[src/inc/nio_params.svh]
// Offsets, field positions, reset values and timing counts of the nibble port block.
`ifndef NIO_PARAMS_SVH
`define NIO_PARAMS_SVH
`define NIO_OFF_DIR      12'h000
`define NIO_OFF_PULL     12'h004
`define NIO_OFF_PULLDN   12'h008
`define NIO_OFF_ODRAIN   12'h00C
`define NIO_OFF_DOUT     12'h010
`define NIO_OFF_DIN      12'h014
`define NIO_OFF_ALT      12'h018
`define NIO_OFF_IRQEN    12'h01C
`define NIO_OFF_IRQSTAT  12'h020
`define NIO_CFG_W        12
`define NIO_CFG_RST      12'h000
`define NIO_IRQEN_MASTER 2
`define NIO_IRQ0_BIT     0
`define NIO_IRQ1_BIT     1
`define NIO_SAMPLE_DIV   305
`define NIO_DIV_W        9
`endif

[src/inc/nio_pkg.sv]
// Types shared by the nibble port block.
package nio_pkg;
	typedef logic [11:0] nio_cfg_t;
	typedef enum logic [1:0]
	{
		NIO_BUS_IDLE  = 2'b00,
		NIO_BUS_WRITE = 2'b01,
		NIO_BUS_READ  = 2'b10
	} nio_bus_e;
endpackage

[src/hw/nio_ports.sv]
// Three four-bit bidirectional ports with change interrupts and an AHB-Lite register slave.
//
// Notes on behaviour
// - Three independent four-bit ports, each pin able to drive and receive.
// - Software sets input or output direction separately for every port bit.
// - Each input bit selects a pull resistor or a high-impedance input.
// - Each output bit selects open-drain low-only drive or push-pull drive.
// - A level change on any pin of ports a or b raises request 0.
// - A level change on any pin of port c raises request 1.
// - Serial port and timer may take over pins as secondary functions.
// - Pin inputs are sampled on enable pulses from a time-base divider.
// - Requests are forwarded only with master enable and their own enable set.
`timescale 1ns/1ps
`include "nio_params.svh"

module nio_ports
#(
	parameter int SAMPLE_DIV = `NIO_SAMPLE_DIV
)
(
	// Clock and reset.
	input  wire logic        hclk,
	input  wire logic        hresetn,
	// AHB-Lite slave.
	input  wire logic        hsel,
	input  wire logic [11:0] haddr,
	input  wire logic [1:0]  htrans,
	input  wire logic        hwrite,
	input  wire logic [2:0]  hsize,
	input  wire logic [31:0] hwdata,
	input  wire logic        hready,
	output logic      [31:0] hrdata,
	output logic             hreadyout,
	output logic             hresp,
	// Port pins, a in bits 3:0, b in 7:4, c in 11:8.
	input  wire logic [11:0] pin_in,
	output logic      [11:0] pin_out,
	output logic      [11:0] pin_oe,
	output logic      [11:0] pin_pull_en,
	output logic      [11:0] pin_pull_down,
	// Secondary functions.
	input  wire logic [11:0] alt_out,
	input  wire logic [11:0] alt_oe,
	output logic      [11:0] alt_in,
	// Interrupt requests to the processor.
	output logic             ext_irq0,
	output logic             ext_irq1
);

	// ----------------------------------------------------------------
	// Register bus
	// ----------------------------------------------------------------
	nio_pkg::nio_cfg_t dir_reg;
	nio_pkg::nio_cfg_t pull_reg;
	nio_pkg::nio_cfg_t pulldn_reg;
	nio_pkg::nio_cfg_t odrain_reg;
	nio_pkg::nio_cfg_t dout_reg;
	nio_pkg::nio_cfg_t alt_reg;
	logic [2:0]        irqen_reg;
	logic [1:0]        irqstat_reg;
	nio_pkg::nio_bus_e bus_reg;
	logic [11:0]       addr_reg;
	nio_pkg::nio_cfg_t samp_reg;
	logic [1:0]        chg;

	wire logic take = hsel && hready && htrans[1];

	always_ff @(posedge hclk or negedge hresetn)
	begin
		if (!hresetn)
		begin
			bus_reg  <= nio_pkg::NIO_BUS_IDLE;
			addr_reg <= 12'h000;
		end
		else if (hready)
		begin
			addr_reg <= haddr;
			if (take)
				bus_reg <= hwrite ? nio_pkg::NIO_BUS_WRITE : nio_pkg::NIO_BUS_READ;
			else
				bus_reg <= nio_pkg::NIO_BUS_IDLE;
		end
	end

	wire logic wr = (bus_reg == nio_pkg::NIO_BUS_WRITE);

	always_ff @(posedge hclk or negedge hresetn)
	begin
		if (!hresetn)
		begin
			dir_reg    <= `NIO_CFG_RST;
			pull_reg   <= `NIO_CFG_RST;
			pulldn_reg <= `NIO_CFG_RST;
			odrain_reg <= `NIO_CFG_RST;
			dout_reg   <= `NIO_CFG_RST;
			alt_reg    <= `NIO_CFG_RST;
			irqen_reg  <= 3'h0;
		end
		else if (wr)
		begin
			case (addr_reg)
				`NIO_OFF_DIR:    dir_reg    <= hwdata[`NIO_CFG_W-1:0];
				`NIO_OFF_PULL:   pull_reg   <= hwdata[`NIO_CFG_W-1:0];
				`NIO_OFF_PULLDN: pulldn_reg <= hwdata[`NIO_CFG_W-1:0];
				`NIO_OFF_ODRAIN: odrain_reg <= hwdata[`NIO_CFG_W-1:0];
				`NIO_OFF_DOUT:   dout_reg   <= hwdata[`NIO_CFG_W-1:0];
				`NIO_OFF_ALT:    alt_reg    <= hwdata[`NIO_CFG_W-1:0];
				`NIO_OFF_IRQEN:  irqen_reg  <= hwdata[2:0];
				default:         dir_reg    <= dir_reg;
			endcase
		end
	end

	// Pending flags set on change and cleared by writing one; a set wins.
	always_ff @(posedge hclk or negedge hresetn)
	begin
		if (!hresetn)
			irqstat_reg <= 2'h0;
		else
		begin
			for (int i = 0; i < 2; i++)
			begin
				if (chg[i])
					irqstat_reg[i] <= 1'b1;
				else if (wr && addr_reg == `NIO_OFF_IRQSTAT && hwdata[i])
					irqstat_reg[i] <= 1'b0;
			end
		end
	end

	always_ff @(posedge hclk or negedge hresetn)
	begin
		if (!hresetn)
			hrdata <= 32'h00000000;
		else if (take && !hwrite)
		begin
			case (haddr)
				`NIO_OFF_DIR:     hrdata <= {20'h00000, dir_reg};
				`NIO_OFF_PULL:    hrdata <= {20'h00000, pull_reg};
				`NIO_OFF_PULLDN:  hrdata <= {20'h00000, pulldn_reg};
				`NIO_OFF_ODRAIN:  hrdata <= {20'h00000, odrain_reg};
				`NIO_OFF_DOUT:    hrdata <= {20'h00000, dout_reg};
				`NIO_OFF_DIN:     hrdata <= {20'h00000, samp_reg};
				`NIO_OFF_ALT:     hrdata <= {20'h00000, alt_reg};
				`NIO_OFF_IRQEN:   hrdata <= {29'h0, irqen_reg};
				`NIO_OFF_IRQSTAT: hrdata <= {30'h0, irqstat_reg};
				default:          hrdata <= 32'h00000000;
			endcase
		end
	end

	always_ff @(posedge hclk or negedge hresetn)
	begin
		if (!hresetn)
		begin
			hreadyout <= 1'b1;
			hresp     <= 1'b0;
		end
		else
		begin
			hreadyout <= 1'b1;
			hresp     <= 1'b0;
		end
	end

	// ----------------------------------------------------------------
	// Pin drivers
	// ----------------------------------------------------------------
	function automatic logic [11:0] pick(input logic [11:0] sel, input logic [11:0] a,
	                                     input logic [11:0] b);
		pick = (sel & a) | (~sel & b);
	endfunction

	wire logic [11:0] drv_val = pick(alt_reg, alt_out, dout_reg);
	wire logic [11:0] drv_oe  = pick(alt_reg, alt_oe, dir_reg);

	always_ff @(posedge hclk or negedge hresetn)
	begin
		if (!hresetn)
		begin
			pin_out       <= 12'h000;
			pin_oe        <= 12'h000;
			pin_pull_en   <= 12'h000;
			pin_pull_down <= 12'h000;
		end
		else
		begin
			pin_out       <= drv_val & ~odrain_reg;
			pin_oe        <= drv_oe & (~odrain_reg | ~drv_val);
			pin_pull_en   <= ~drv_oe & pull_reg;
			pin_pull_down <= pulldn_reg;
		end
	end

	// ----------------------------------------------------------------
	// Sampling and change detection
	// ----------------------------------------------------------------
	logic [11:0]              sync1_reg;
	logic [11:0]              sync2_reg;
	logic [`NIO_DIV_W-1:0]    div_reg;
	logic                     tick_reg;
	logic                     primed_reg;

	always_ff @(posedge hclk or negedge hresetn)
	begin
		if (!hresetn)
		begin
			sync1_reg <= 12'h000;
			sync2_reg <= 12'h000;
		end
		else
		begin
			sync1_reg <= pin_in;
			sync2_reg <= sync1_reg;
		end
	end

	always_ff @(posedge hclk or negedge hresetn)
	begin
		if (!hresetn)
		begin
			div_reg  <= '0;
			tick_reg <= 1'b0;
		end
		else if (div_reg == `NIO_DIV_W'(SAMPLE_DIV - 1))
		begin
			div_reg  <= '0;
			tick_reg <= 1'b1;
		end
		else
		begin
			div_reg  <= div_reg + `NIO_DIV_W'(1);
			tick_reg <= 1'b0;
		end
	end

	always_ff @(posedge hclk or negedge hresetn)
	begin
		if (!hresetn)
		begin
			samp_reg   <= 12'h000;
			primed_reg <= 1'b0;
		end
		else if (tick_reg)
		begin
			samp_reg   <= sync2_reg;
			primed_reg <= 1'b1;
		end
	end

	always_ff @(posedge hclk or negedge hresetn)
	begin
		if (!hresetn)
			alt_in <= 12'h000;
		else
			alt_in <= samp_reg;
	end

	wire logic [11:0] diff = (samp_reg ^ sync2_reg) & {12{tick_reg && primed_reg}};
	assign chg[`NIO_IRQ0_BIT] = |diff[7:0];
	assign chg[`NIO_IRQ1_BIT] = |diff[11:8];

	always_ff @(posedge hclk or negedge hresetn)
	begin
		if (!hresetn)
		begin
			ext_irq0 <= 1'b0;
			ext_irq1 <= 1'b0;
		end
		else
		begin
			ext_irq0 <= chg[`NIO_IRQ0_BIT] && irqen_reg[`NIO_IRQEN_MASTER]
				&& irqen_reg[`NIO_IRQ0_BIT];
			ext_irq1 <= chg[`NIO_IRQ1_BIT] && irqen_reg[`NIO_IRQEN_MASTER]
				&& irqen_reg[`NIO_IRQ1_BIT];
		end
	end

	// ----------------------------------------------------------------
	// Assertions
	// ----------------------------------------------------------------
	a_irq0_gate: assert property (@(posedge hclk) disable iff (!hresetn)
		ext_irq0 |-> $past(irqen_reg[2]) && $past(irqen_reg[0]))
		else $error("irq0 without enables");
	a_irq1_gate: assert property (@(posedge hclk) disable iff (!hresetn)
		ext_irq1 |-> $past(irqen_reg[2]) && $past(irqen_reg[1]))
		else $error("irq1 without enables");
	a_irq0_cause: assert property (@(posedge hclk) disable iff (!hresetn)
		ext_irq0 |-> $past(tick_reg) && ($past(samp_reg[7:0]) != $past(sync2_reg[7:0])))
		else $error("irq0 without change");
	a_irq1_cause: assert property (@(posedge hclk) disable iff (!hresetn)
		ext_irq1 |-> $past(tick_reg) && ($past(samp_reg[11:8]) != $past(sync2_reg[11:8])))
		else $error("irq1 without change");
	a_irq_pulse: assert property (@(posedge hclk) disable iff (!hresetn)
		ext_irq0 |=> !ext_irq0)
		else $error("irq0 longer than one cycle");
	a_tick_spacing: assert property (@(posedge hclk) disable iff (!hresetn)
		tick_reg |=> !tick_reg [*2])
		else $error("sample ticks too close");
	a_odrain_high: assert property (@(posedge hclk) disable iff (!hresetn)
		(pin_oe & $past(odrain_reg) & $past(drv_val)) == 12'h000)
		else $error("open drain drove high");
	a_od_no_high: assert property (@(posedge hclk) disable iff (!hresetn)
		$past(odrain_reg) == 12'hFFF |-> pin_out == 12'h000)
		else $error("open drain output high");
	a_input_float: assert property (@(posedge hclk) disable iff (!hresetn)
		($past(dir_reg) == 12'h000 && $past(alt_reg) == 12'h000) |-> pin_oe == 12'h000)
		else $error("input pin driven");
	a_pending_set: assert property (@(posedge hclk) disable iff (!hresetn)
		chg[0] |=> irqstat_reg[0])
		else $error("pending flag lost");

endmodule

[config.mk]
export PLATFORM = sky130hd
export DESIGN_NAME = nio_ports
export DESIGN_NICKNAME = d
export VERILOG_FILES = /design/src/inc/nio_pkg.sv /design/src/hw/nio_ports.sv
export VERILOG_INCLUDE_DIRS = /design/src /design/src/inc
export SDC_FILE = /design/constraint.sdc
export NUM_CORES = 1
export LEC_CHECK = 0
export ABC_AREA = 1
export BUFFER_PORTS_ARGS = -buffer_cell sky130_fd_sc_hd__clkbuf_2
export CAP_MARGIN = 20
export CORE_UTILIZATION = 51
export CTS_BUF_LIST = sky130_fd_sc_hd__clkbuf_2
export CTS_CLUSTER_SIZE = 40
export DETAILED_ROUTE_END_ITERATION = 16
export MAX_ROUTING_LAYER = met4
export PLACE_DENSITY = 0.87
export SLEW_MARGIN = 20
export SYNTH_ARGS = -nofsm -noshare
export SYNTH_HDL_FRONTEND = slang
export SYNTH_SLANG_ARGS = --single-unit
[constraint.sdc]
create_clock -name hclk -period 1.33 [get_ports hclk]
set_input_delay 0.133 -clock hclk [delete_from_list [all_inputs] [get_ports hclk]]
set_output_delay 0.133 -clock hclk [all_outputs]
set_load 0.02 [all_outputs]
==> results.md <==
* Via count at roughly 8500
* Input/output buffers at around 140
* Flop-to-flop setup slack at -240 ps
* Critical path peak fanout at 1
* Critical path class: register to output port
* CTS Buffer Depth at 3
* Global-route wire length before repair at roughly 40000 um
* Setup-failing EPs final at 154
* Final worst setup slack at -278 ps
* Status: finished, violations left
* Crit-path cells: buf_6
* Row cnt at 47
* Crit-path max cell delay at between 400 and 500 ps
* Sequential share of power at 0.565
* Crit-path leading delay family: flip-flops
* Total die area at ~0.018 sq mm
* Synthesized flop and latch total at 212
* Total track usage at 0.295
* Clock transition at path regs at between 100 and 150 ps
* CTS buffer count at between 50 and 60
* Final WL at between 20000 and 30000 um
* CTS Sinks at approximately 210
* CTS root buf: clkbuf_2
* Critical Path Source Type: register
* Worst-case reg-to-reg path depth at 7
* Maximum vdd ir drop at around 0.00066 V
* Worst path arrival time at 1480 ps
* Clock power share at 0.336
* Via-to-Cell Ratio at about 5.5
* Leak pwr at roughly 6.6 nW
* Io pins at 186
* Upper clock frequency limit at between 600 and 700 MHz
* Post-layout util at 0.768
* Initial antenna violation count at 0
* Via count of the first global-routing pass at slightly above 8000
* Sw frac at 0.281
* Cell internal pwr at about 0.0085 W
* Slew @ Worst Pin at ~620 ps
* Share of post-route cells with drive strength above 1 at 0.327
* Die span in y at about 130 um
* Final Wtd Congestion at between 0.9 and 1
* Total core area at 0.0168 sq mm
* Pre-CTS WS at -169 ps
* DRC at 0
* Worst Setup End Kind: output port
* Clock skew at between 100 and 150 ps
* Final Max Tran Viols at 0
* H-Tree Level Count at 2
* Mapped Area at 0.00892 sq mm
* Final min period at approximately 1600 ps
* Final ANT Viol Nets at 0
* Total congestion overflow at 0
* Final nets at between 1000 and 1500
* Hold Path Class: input pin to register
* Antenna diode count at 0
* Initial drt markers at around 1000
* DR WL/cell at 19.0 um
* Post-route clock period utilization at 1.21
* Synth warn at 0
* Max cap viols at 0
* Crit path max-delay cell type: dfrtp_1
* Critical path depth in cells at 1
* Worst skew pair latency at 860 ps
* Comb power frac at 0.099
* Reg2reg start: addr_reg[0]$_DFFE_PN0P_
* Area grow syn2layout at 44.9%
* Post-Synthesis Cells at around 960
* Psw at 0.00331 W
* Min-delay src: hready
* Cell variety after synth at 35
* Starting Density at 0.530
* Power Density at slightly above 900 mW/mm^2
* Die Wd at 134 um
* Worst R2R End: odrain_reg[10]$_DFFE_PN0P_
* CTS tree: done
* CP Data Required Time at between 1000 and 1500 ps
* Final hold violations at 0
* Relative slew slack at 0.587
* Worst hold stages at 5
* WP buf/inv at 1
* Endpoint, Worst Hold: addr_reg[6]$_DFFE_PN0P_
* Drt first pass iters at 5
* Syn Area/Cell at 9.32 sq um
* Failing checks: setup timing
* Largest net degree at the start of global routing at 56
* RSZ-0062 raised after global routing: yes
* Post-DP HPWL at about 15000 um
* Sequential area share after synthesis at 0.595
[layout by cell type, fill, tap and decap left out, types with 23 or more instances in the layout]
| cell | instances |
|---|---|
| inv_1 | 75 |
| clkbuf_2 | 133 |
| dlygate4sd3_1 | 92 |
| nand2_4 | 25 |
| o21ai_0 | 23 |
| buf_4 | 52 |
| buf_6 | 71 |
| nor2_1 | 52 |
| o21ai_1 | 56 |
| nand2_2 | 31 |
| dfrtp_1 | 211 |
| nand2_1 | 189 |
| nand3_1 | 88 |
[final cells by class]
cell class / count / area, sq um
Sequential cell: 212 / 5310
Tap cell: 220 / 275
Fill cell: 957 / 3890
Timing Repair Buffer: 310 / 3040
Multi-Input combinational cell: 632 / 3580
Clock buffer: 70 / 350
Clock inverter: 8 / 33.8
Inverter: 88 / 340
[cells by family after synthesis]
group                    count (synthesis)  synth area share
AO/OA/AOI/OAI                          128            0.0725
XOR/XNOR                                13            0.0128
adder cells (fa/ha/maj)                  2           0.00281
buffers and inverters                  135            0.0714
flip-flops                             212             0.595
multiplexers                            12            0.0135
other                                    2          0.000842
AND/OR/NAND/NOR                        453             0.231
[per-layer routing]
layer  vias up  track usage  share of wire  wire (um)
li1       3731            -              -          -
met1      3994        0.350           0.35      10300
met2       584        0.482           0.50      14600
met3       148       0.0563          0.097       2840
met4         0        0.147          0.054       1580
met5         -            -              0          0
[worst max path at each step]
stage          slack [ps]                   endpoint                startpoint
2_1_floorplan         -20    alt_reg[10]$_DFFE_PN0P_  addr_reg[10]$_DFFE_PN0P_
3_3_place_gp         -110  pulldn_reg[2]$_DFFE_PN0P_  addr_reg[10]$_DFFE_PN0P_
3_5_place_dp         -170    dout_reg[8]$_DFFE_PN0P_   addr_reg[8]$_DFFE_PN0P_
4_1_cts              -250                  hrdata[5]     hrdata[5]$_DFFE_PN0P_
5_1_grt              -300                 pin_out[4]      pin_out[4]$_DFF_PN0_
6_report             -280                  pin_oe[9]       pin_oe[9]$_DFF_PN0_
[cell usage after synthesis]
cell | number | area, sq um
buf_2 | 14 | 70.1
o21ai_0 | 40 | 200
nand3_2 | 5 | 50.1
and3_1 | 1 | 6.26
clkbuf_1 | 5 | 18.8
a31oi_1 | 4 | 25.0
conb_1 | 2 | 7.51
nor3b_1 | 1 | 7.51
buf_4 | 26 | 195
and2_1 | 12 | 75.1
ha_1 | 2 | 25.0
dfrtp_1 | 212 | 5310
nand2_4 | 1 | 11.3
xnor2_1 | 11 | 96.3
a21oi_1 | 22 | 110
o21ai_1 | 61 | 305
nor2_1 | 62 | 233
nand2_1 | 240 | 901
nor4_2 | 2 | 25.0
mux2i_1 | 12 | 120
nor3_1 | 4 | 20.0
o22ai_1 | 1 | 6.26
xor2_1 | 2 | 17.5
nand2_2 | 4 | 25.0
inv_1 | 84 | 315
buf_6 | 2 | 22.5
clkinv_1 | 1 | 3.75
nor2_4 | 9 | 101
nand4_1 | 4 | 25.0
inv_2 | 3 | 11.3
nor3_4 | 2 | 32.5
nand4_2 | 1 | 12.5
or2_2 | 4 | 25.0
nand3_1 | 95 | 475
nor2_2 | 6 | 37.5
[power by group through the flow]
stage               Combinational (W)  Clock [W]  Sequential [W]
floorplan                    0.000354          0         0.00679
global placement             0.000748          0         0.00674
detailed placement           0.000767          0         0.00675
CTS                           0.00102    0.00387         0.00663
global route                  0.00126    0.00430         0.00666
finish                        0.00117    0.00395         0.00665
[metrics by stage]
step | setup TNS (ps) | hold WS, ps | total power (W) | cells | area, sq um
finish | -19140 | 68.0 | 0.0118 | 1540 | 12900
global route | -30900 | 41.5 | 0.0122 | 1540 | 12900
CTS | -18470 | 114 | 0.0115 | 1520 | 11900
detailed placement | -10180 | 43.6 | 0.00752 | 1334 | 10200
global placement | -6690 | 45.3 | 0.00749 | 1334 | 10200
floorplan | -1110 | -163 | 0.00714 | 977 | 9020
[what timing repair did]
action / CTS / global route
endpoints found under the hold margin: 363 / 22
endpoints found under the setup margin: 148 / 172
setup buffers: 12 / 12
cloned: 4 / 7
pin swaps: 7 / 19
hold buffers: 92 / 4
gates resized for setup: 82 / 309
Note: power is estimated with default switching activity, not from simulation.
